`config.mk`:
```
export PLATFORM = sky130hd
export DESIGN_NAME = otp_programmer
export DESIGN_NICKNAME = d
export VERILOG_FILES = /design/src/logic/otp_prog_pkg.sv /design/src/logic/otp_programmer.sv
export VERILOG_INCLUDE_DIRS = /design/src /design/src/logic
export SDC_FILE = /design/constraint.sdc
export NUM_CORES = 1
export LEC_CHECK = 0
export ABC_AREA = 0
export BUFFER_PORTS_ARGS = -buffer_cell sky130_fd_sc_hd__buf_4
export CAP_MARGIN = 20
export CORE_ASPECT_RATIO = 1.5
export CORE_MARGIN = 8
export CORE_UTILIZATION = 48
export CTS_CLUSTER_DIAMETER = 100
export DETAILED_ROUTE_END_ITERATION = 7
export HOLD_SLACK_MARGIN = 0.1
export PLACE_DENSITY_LB_ADDON = 0.25
export SLEW_MARGIN = 5
export SYNTH_ARGS = -nofsm -noshare
export SYNTH_HDL_FRONTEND = slang
export SYNTH_SLANG_ARGS = --single-unit
```
`constraint.sdc`:
```
create_clock -name core_clk -period 3.3 [get_ports core_clk]
set_input_delay 0.165 -clock core_clk [delete_from_list [all_inputs] [get_ports core_clk]]
set_output_delay 0.165 -clock core_clk [all_outputs]
set_load 0.005 [all_outputs]
```
`src/logic/otp_prog_params.svh`:
```
`ifndef OTP_PROG_PARAMS_SVH
`define OTP_PROG_PARAMS_SVH
// Functional notes
// Program strobe pulse lasts 100 us, within plus or minus five percent.
// A run starts with the address on the first location.
// Raise main supply to 6.5 V and program supply to 13.0 V first.
// First pass: one pulse per address, no verification.
// Second pass: verify, re-pulse while mismatched, at most 10, verify after each.
// Still failing after the tenth re-pulse: report the whole device failed.
// A verified byte advances the address until all are checked.
// After verify pass lower program supply and main supply to 5.0 V.
// Read every byte again at low supplies; the compare decides pass or fail.
// Identification mode needs 11.5 V to 12.5 V on address line nine.
// Identification: bit zero low gives maker code, high gives device code.
// Main supply on no later, and off no earlier, than program supply.
// Pulse with chip select low, outputs off; verify with strobe high, output enabled.
`define CLK_PERIOD_NS      8
`define PULSE_TIME_NS      100000
`define PULSE_CYCLES       (`PULSE_TIME_NS / `CLK_PERIOD_NS)
`define SETUP_TIME_NS      2000
`define SETUP_CYCLES       ((`SETUP_TIME_NS + `CLK_PERIOD_NS - 1) / `CLK_PERIOD_NS)
`define READ_TIME_NS       150
`define READ_CYCLES        ((`READ_TIME_NS + `CLK_PERIOD_NS - 1) / `CLK_PERIOD_NS)
`define MAX_REPULSES       10
`define ADDR_BITS          17
`define ID_MAKER_SEL       1'b0
`define ID_DEVICE_SEL      1'b1
`endif

```
`src/logic/otp_prog_pkg.sv`:
```
package otp_prog_pkg;
    typedef enum {
        ST_IDLE, ST_PWR_MAIN, ST_PWR_PROG, ST_P1_SETUP, ST_P1_PULSE, ST_P1_HOLD,
        ST_V_READ, ST_V_SETUP, ST_V_PULSE, ST_V_HOLD, ST_LOWER_PROG, ST_LOWER_MAIN,
        ST_F_READ, ST_PWR_OFF, ST_ID_ENTER, ST_ID_READ, ST_DONE
    } prog_state_t;
    typedef logic [7:0] byte_t;
endpackage

```
`src/logic/otp_programmer.sv`:
```
`include "otp_prog_params.svh"
module otp_programmer #(
    parameter int          ADDR_W       = `ADDR_BITS,
    parameter int unsigned PULSE_CYC    = `PULSE_CYCLES,
    parameter int unsigned SETUP_CYC    = `SETUP_CYCLES,
    parameter int unsigned READ_CYC     = `READ_CYCLES,
    parameter int unsigned MAX_REPULSE  = `MAX_REPULSES,
    parameter logic [ADDR_W-1:0] LAST_ADDR = '1
) (
    input  wire logic                core_clk,
    input  wire logic                arst_n,
    input  wire logic                startProgram,
    input  wire logic                startIdRead,
    output logic [ADDR_W-1:0]        srcAddr,
    input  wire otp_prog_pkg::byte_t srcData,
    output logic                     busy,
    output logic                     done,
    output logic                     passed,
    output logic                     failed,
    output otp_prog_pkg::byte_t      makerCode,
    output otp_prog_pkg::byte_t      deviceCode,
    output logic [ADDR_W-1:0]        memAddr,
    output logic                     chipEnable_n,
    output logic                     outputEnable_n,
    output logic                     program_strobe_low,
    output otp_prog_pkg::byte_t      dataOut,
    output logic                     dataOe,
    input  wire otp_prog_pkg::byte_t dataIn,
    output logic                     mainSupplyHigh,
    output logic                     progSupplyHigh,
    output logic                     progSupplyOn,
    output logic                     identification_high_voltage
);
    import otp_prog_pkg::*;

    prog_state_t        state_r, state_nxt;
    logic [31:0]        timer_r, timer_nxt;
    logic [3:0]         tries_r, tries_nxt;
    logic [ADDR_W-1:0]  addr_r, addr_nxt;
    logic               done_r, done_nxt, pass_r, pass_nxt, fail_r, fail_nxt;
    logic               finalBad_r, finalBad_nxt, idMode_r, idMode_nxt;
    byte_t              maker_r, maker_nxt, device_r, device_nxt;
    byte_t              wdata_r, wdata_nxt;
    logic               timerDone, lastAddr, match;

    assign timerDone = (timer_r == 32'h0000_0000);
    assign lastAddr  = (addr_r == LAST_ADDR);
    assign match     = (dataIn == srcData);

    always_comb begin
        state_nxt    = state_r;
        timer_nxt    = timerDone ? timer_r : timer_r - 32'h0000_0001;
        tries_nxt    = tries_r;
        addr_nxt     = addr_r;
        done_nxt     = done_r;
        pass_nxt     = pass_r;
        fail_nxt     = fail_r;
        finalBad_nxt = finalBad_r;
        idMode_nxt   = idMode_r;
        maker_nxt    = maker_r;
        device_nxt   = device_r;
        // Registered write data lags the address by one cycle, well inside the setup wait
        wdata_nxt    = srcData;
        case (state_r)
            ST_IDLE: begin
                if (startProgram) begin
                    addr_nxt     = '0;
                    done_nxt     = 1'b0;
                    pass_nxt     = 1'b0;
                    fail_nxt     = 1'b0;
                    finalBad_nxt = 1'b0;
                    idMode_nxt   = 1'b0;
                    timer_nxt    = SETUP_CYC;
                    state_nxt    = ST_PWR_MAIN;
                end else if (startIdRead) begin
                    done_nxt   = 1'b0;
                    idMode_nxt = 1'b1;
                    addr_nxt   = '0;
                    timer_nxt  = SETUP_CYC;
                    state_nxt  = ST_ID_ENTER;
                end
            end
            // Main supply settles before the program supply is raised
            ST_PWR_MAIN: if (timerDone) begin
                timer_nxt = SETUP_CYC;
                state_nxt = ST_PWR_PROG;
            end
            ST_PWR_PROG: if (timerDone) begin
                timer_nxt = SETUP_CYC;
                state_nxt = ST_P1_SETUP;
            end
            ST_P1_SETUP: if (timerDone) begin
                timer_nxt = PULSE_CYC;
                state_nxt = ST_P1_PULSE;
            end
            ST_P1_PULSE: if (timerDone) begin
                timer_nxt = SETUP_CYC;
                state_nxt = ST_P1_HOLD;
            end
            ST_P1_HOLD: if (timerDone) begin
                timer_nxt = SETUP_CYC;
                if (lastAddr) begin
                    addr_nxt  = '0;
                    tries_nxt = '0;
                    timer_nxt = READ_CYC;
                    state_nxt = ST_V_READ;
                end else begin
                    addr_nxt  = addr_r + 1'b1;
                    state_nxt = ST_P1_SETUP;
                end
            end
            ST_V_READ: if (timerDone) begin
                if (match) begin
                    tries_nxt = '0;
                    if (lastAddr) begin
                        timer_nxt = SETUP_CYC;
                        state_nxt = ST_LOWER_PROG;
                    end else begin
                        addr_nxt  = addr_r + 1'b1;
                        timer_nxt = READ_CYC;
                    end
                end else if (tries_r == 4'(MAX_REPULSE)) begin
                    fail_nxt  = 1'b1;
                    timer_nxt = SETUP_CYC;
                    state_nxt = ST_LOWER_PROG;
                end else begin
                    tries_nxt = tries_r + 4'h1;
                    timer_nxt = SETUP_CYC;
                    state_nxt = ST_V_SETUP;
                end
            end
            ST_V_SETUP: if (timerDone) begin
                timer_nxt = PULSE_CYC;
                state_nxt = ST_V_PULSE;
            end
            ST_V_PULSE: if (timerDone) begin
                timer_nxt = SETUP_CYC;
                state_nxt = ST_V_HOLD;
            end
            ST_V_HOLD: if (timerDone) begin
                timer_nxt = READ_CYC;
                state_nxt = ST_V_READ;
            end
            ST_LOWER_PROG: if (timerDone) begin
                timer_nxt = SETUP_CYC;
                state_nxt = ST_LOWER_MAIN;
            end
            ST_LOWER_MAIN: if (timerDone) begin
                addr_nxt  = '0;
                timer_nxt = READ_CYC;
                // A failed verify skips the final compare; the part is already bad
                state_nxt = fail_r ? ST_PWR_OFF : ST_F_READ;
            end
            ST_F_READ: if (timerDone) begin
                if (!match)
                    finalBad_nxt = 1'b1;
                timer_nxt = READ_CYC;
                if (lastAddr) begin
                    timer_nxt = SETUP_CYC;
                    state_nxt = ST_PWR_OFF;
                end else begin
                    addr_nxt = addr_r + 1'b1;
                end
            end
            ST_PWR_OFF: if (timerDone) begin
                done_nxt  = 1'b1;
                pass_nxt  = !fail_r && !finalBad_r;
                fail_nxt  = fail_r || finalBad_r;
                state_nxt = ST_IDLE;
            end
            ST_ID_ENTER: if (timerDone) begin
                timer_nxt = READ_CYC;
                state_nxt = ST_ID_READ;
            end
            ST_ID_READ: if (timerDone) begin
                if (addr_r[0] == `ID_MAKER_SEL) begin
                    maker_nxt = dataIn;
                    addr_nxt  = {{(ADDR_W-1){1'b0}}, `ID_DEVICE_SEL};
                    timer_nxt = READ_CYC;
                end else begin
                    device_nxt = dataIn;
                    addr_nxt   = '0;
                    idMode_nxt = 1'b0;
                    done_nxt   = 1'b1;
                    state_nxt  = ST_IDLE;
                end
            end
            default: state_nxt = ST_IDLE;
        endcase
    end

    always_ff @(posedge core_clk or negedge arst_n) begin
        if (!arst_n) begin
            state_r    <= ST_IDLE;
            timer_r    <= 32'h0000_0000;
            tries_r    <= 4'h0;
            addr_r     <= '0;
            done_r     <= 1'b0;
            pass_r     <= 1'b0;
            fail_r     <= 1'b0;
            finalBad_r <= 1'b0;
            idMode_r   <= 1'b0;
            maker_r    <= 8'h00;
            device_r   <= 8'h00;
            wdata_r    <= 8'h00;
        end else begin
            state_r    <= state_nxt;
            timer_r    <= timer_nxt;
            tries_r    <= tries_nxt;
            addr_r     <= addr_nxt;
            done_r     <= done_nxt;
            pass_r     <= pass_nxt;
            fail_r     <= fail_nxt;
            finalBad_r <= finalBad_nxt;
            idMode_r   <= idMode_nxt;
            maker_r    <= maker_nxt;
            device_r   <= device_nxt;
            wdata_r    <= wdata_nxt;
        end
    end

    logic inPulse, inWrite, inRead, inHigh, mainOn;
    assign inPulse = (state_r == ST_P1_PULSE) || (state_r == ST_V_PULSE);
    assign inWrite = inPulse || (state_r == ST_P1_SETUP) || (state_r == ST_P1_HOLD)
                   || (state_r == ST_V_SETUP) || (state_r == ST_V_HOLD);
    assign inRead  = (state_r == ST_V_READ) || (state_r == ST_F_READ)
                   || (state_r == ST_ID_READ);
    assign inHigh  = (state_r != ST_IDLE) && (state_r != ST_LOWER_MAIN)
                   && (state_r != ST_F_READ) && (state_r != ST_PWR_OFF)
                   && !idMode_r;

    assign srcAddr                     = addr_r;
    assign memAddr                     = addr_r;
    assign busy                        = (state_r != ST_IDLE);
    assign done                        = done_r;
    assign passed                      = pass_r;
    assign failed                      = fail_r;
    assign makerCode                   = maker_r;
    assign deviceCode                  = device_r;
    assign chipEnable_n                = !(inWrite || inRead);
    assign outputEnable_n              = !inRead;
    assign program_strobe_low          = !inPulse;
    assign dataOut                     = wdata_r;
    assign dataOe                      = inWrite;
    assign mainSupplyHigh              = inHigh;
    assign progSupplyHigh              = inHigh && (state_r != ST_PWR_MAIN)
                                       && (state_r != ST_LOWER_PROG);
    assign mainOn                      = busy;
    assign progSupplyOn                = mainOn && (state_r != ST_PWR_OFF);
    assign identification_high_voltage = idMode_r;

    int unsigned pulseLen;
    always_ff @(posedge core_clk or negedge arst_n) begin
        if (!arst_n)
            pulseLen <= 0;
        else
            pulseLen <= inPulse ? pulseLen + 1 : 0;
    end

    a_pulse_width: assert property (@(posedge core_clk) disable iff (!arst_n)
        $rose(program_strobe_low) |-> pulseLen == PULSE_CYC + 1)
        else $error("program pulse width wrong");
    a_prog_after_main: assert property (@(posedge core_clk) disable iff (!arst_n)
        progSupplyHigh |-> mainSupplyHigh)
        else $error("program supply high without main supply");
    a_retry_limit: assert property (@(posedge core_clk) disable iff (!arst_n)
        tries_r <= 4'(MAX_REPULSE))
        else $error("too many re-pulses");
    a_pulse_hv: assert property (@(posedge core_clk) disable iff (!arst_n)
        inPulse |-> mainSupplyHigh && progSupplyHigh)
        else $error("pulse without raised supplies");
    a_pulse_bus: assert property (@(posedge core_clk) disable iff (!arst_n)
        inPulse |-> !chipEnable_n && outputEnable_n && dataOe)
        else $error("bad pin state during pulse");
    a_final_low: assert property (@(posedge core_clk) disable iff (!arst_n)
        state_r == ST_F_READ |-> !mainSupplyHigh && !progSupplyHigh)
        else $error("final read at raised supplies");
    a_fail_report: assert property (@(posedge core_clk) disable iff (!arst_n)
        (state_r == ST_V_READ && timerDone && !match && tries_r == 4'(MAX_REPULSE))
        |=> fail_r)
        else $error("failure not reported");
    a_start_addr: assert property (@(posedge core_clk) disable iff (!arst_n)
        (state_r == ST_IDLE && startProgram) |=> addr_r == '0)
        else $error("run not started at first address");
    a_main_first: assert property (@(posedge core_clk) disable iff (!arst_n)
        $rose(progSupplyHigh) |-> $past(mainSupplyHigh))
        else $error("program supply raised before main supply");
    a_main_last: assert property (@(posedge core_clk) disable iff (!arst_n)
        $fell(mainSupplyHigh) |-> !$past(progSupplyHigh))
        else $error("main supply lowered before program supply");
endmodule // otp_programmer

```
==> out/metrics.yaml <==
insertion_delay_ns: 0.34
min_hold_slack_ns: 0.257
clock_tree_from_tritoncts: "done"
async_reset_ff_share_pct: 100
outcome: "completed"
first_iter_violations: 283
vias_in_the_first_global_route: 4744
p_leak_nw: 2.80
viasPerCell: 5.99
grt_first_pass_wirelength_um: 23500
avgRoutedWirePerCell_um: 18.7
htree_num_levels: 3
synth_nets: 567
most-common-layout-cells: "sky130_fd_sc_hd__buf_4, sky130_fd_sc_hd__dfrtp_1, sky130_fd_sc_hd__nor2_1"
synth_warnings: 0
place_congestion: 0.940
min_period_over_period_pct: 96.1
syn-mean-instance-area_um2: 9.30
synth.distinct_cells: 63
final_layout_size_suffix_gt1_share_pct: 25.6
number_of_enable_flip_flop_cells_after_synthesis: 0
final_common_cell: "sky130_fd_sc_hd__buf_4"
fin_nets: 668
core-area_mm2: 0.0101
hp-class: "primary input to async pin"
grt_antenna_before_repair: 0
fp.dieH_um: 141
worstPathMaxFanout: 8
post_synth_instance_area_mm2: 0.00501
globalRouteTotalUtil_pct: 20.7
final-max-slew-violation-count: 0
detailroute.via_count: 4566
postRouteAntennaNets: 0
hpwl_um: 10200
max-clock-path-buffers: 2
floorplan.io_pins: 90
clock-sinks: 86
worst_setup_path_end_kind: "register"
clock_root_buffer: "sky130_fd_sc_hd__clkbuf_16"
finalCriticalPeriod_ns: 3.17
number_of_hold_violations_in_the_final_report: 0
firstDrtPassIters: 5
cp-start-kind: "register"
synth-seq-area-share_pct: 42.9
setup_violations: 0
dpl.cell_count: 727
timing.setup.critical_path_class: "register to register"
clkSlewWorstSetupHoldPaths_ns: 0.07
max_cap_violations: 0
core.rowCount: 45
power.density_cell_area_mw_per_mm2: 392
area_enclosed_by_the_die_boundary_mm2: 0.0140
detail_route.drc_violations: 0
num_antenna_cells: 0
maxClockFrequency_mhz: 315
grt-ovfl-total: 0
placement.io_buffers: 89
worst_slew_margin_relative_to_its_limit_pct: 44.4
grt_setup_unrepaired: "yes"
vdd_ir_drop_max_v: 0.000222
synthToLayoutAreaGrowth_pct: 26.3
start_util_pct: 49.5
route.final.wire_length_um: 14200
arrival_ns: 3.39
max_slew.worst_pin.slew_ns: 0.834
layout.cells.non_filler: 762
yosys_most_used_dff: "sky130_fd_sc_hd__dfrtp_1"
final.setup_skew_ns: 0.00767
cts_buffers: 9
die_width_um: 99.4
ys_seq_elements: 86
setup_tns_ns: 0
syn_inst: 539
required_ns: 3.52
grt_start_max_net_pins: 87
-- through the flow --
step                      setup slack (ns)  power, mW  area [µm²]  util [%]
final                                0.128       2.48        6330      62.5
after global routing               -0.0301       2.58        6330      62.5
after CTS                            0.145       2.50        6300      62.1
after detailed placement             0.172       1.36        5790      57.1
after global placement               0.208       1.35        5790      57.1
after floorplan                      0.190       1.27        5010         -
-- cell type report --
class / instances / area [µm²]
Clock buffer: 9 / 225
Sequential cell: 86 / 2150
Inverter: 14 / 52.6
Timing Repair Buffer: 134 / 1070
Tap cell: 117 / 146
Clock inverter: 7 / 104
Multi-Input combinational cell: 395 / 2580
Fill cell: 842 / 3800
-- Yosys cell counts, drive strengths merged (2+ instances only) --
cell | count | area [µm²]
o31a | 2 | 17.5
a311oi | 2 | 17.5
a2111oi | 3 | 51.3
nand3 | 14 | 70.1
clkbuf | 22 | 82.6
nor4b | 2 | 17.5
nand4 | 5 | 31.3
nor4 | 13 | 96.3
o31ai | 15 | 113
a21o | 4 | 30.0
nor3b | 2 | 15.0
nand2b | 10 | 62.6
xor2 | 4 | 35.0
or2 | 8 | 50.1
a211oi | 6 | 45.0
nor2b | 3 | 18.8
o211ai | 5 | 37.5
o2111ai | 2 | 17.5
a31oi | 7 | 43.8
o21ai | 36 | 180
nand2 | 32 | 120
buf | 22 | 164
o22ai | 2 | 12.5
or4 | 12 | 101
o21a | 2 | 15.0
a41oi | 2 | 17.5
o41ai | 4 | 35.0
inv | 14 | 52.6
xnor2 | 33 | 289
a21oi | 17 | 85.1
and2 | 3 | 18.8
nor2 | 59 | 221
mux2 | 17 | 191
ha | 8 | 100
or3 | 8 | 50.1
dfrtp | 86 | 2150
o21bai | 2 | 15.0
nor3 | 27 | 146
and3 | 10 | 62.6
-- cells by family (layout without fill, tap and decap cells) --
group                    after synthesis  count (layout)  synth area share [%]
AO/OA/AOI/OAI                        119             119                  16.1
XOR/XNOR                              37              37                  6.46
adder cells (fa/ha/maj)                8               8                  2.00
buffers and inverters                 58             164                  5.96
flip-flops                            86              86                  42.9
multiplexers                          17              17                  3.82
AND/OR/NAND/NOR                      214             214                  22.8
-- final timing paths --
kind                             start     endpoint  slack (ns)  cells past startpoint
setup / recovery           timer_r[12]   state_r[2]        0.13                      5
hold / removal                  arst_n  timer_r[20]        0.26                      2
setup reg to reg           timer_r[12]   state_r[2]        0.13                      5
hold reg to reg             finalBad_r       passed        0.51                      1
max in group asynchronous       arst_n  timer_r[28]        2.41                      3
min in group core_clk      startIdRead         done        0.31                      4
-- worst max-delay path, stage by stage, from the launching register on --
cell                        delay [ns]
sky130_fd_sc_hd__dfrtp_1          0.40
sky130_fd_sc_hd__or4_4            0.58
sky130_fd_sc_hd__or4_4            0.57
sky130_fd_sc_hd__or4_4            0.57
sky130_fd_sc_hd__a2111oi_4        0.57
sky130_fd_sc_hd__mux2_1           0.37
-- where the power goes --
part | switching, mW | total, mW | internal (mW)
combinational | 0.0985 | 0.205 | 0.106
sequential | 0.0560 | 1.16 | 1.10
clock | 0.446 | 1.12 | 0.674
-- what timing repair did --
action / 4_1_cts / 5_1_grt
setup buffers: 0 / 0
hold endpoints to repair: 112 / 0
endpoints found under the setup margin: 0 / 13
hold buffers: 18 / 0
gates resized for setup: 0 / 1
-- routing by layer --
layer  vias to the layer above  global-route usage, %  wire length [µm]
li1                       2150                      -                 -
met1                      2225                   21.8              5310
met2                       160                   38.7              7890
met3                        31                   3.89               621
met4                         0                   8.89               425
met5                         -                      0                 0
-- sequential cells by signal, indices dropped and copies added (netlist names) --
| signal | cells |
|---|---|
| makerCode | 8 |
| deviceCode | 8 |
| done | 1 |
| tries_r | 4 |
| passed | 1 |
| state_r | 4 |
| timer_r | 32 |
| memAddr | 17 |
| finalBad_r | 1 |
| identification_high_voltage | 1 |
| failed | 1 |
| dataOut | 8 |
No activity file was read; power rests on OpenSTA's default activity.
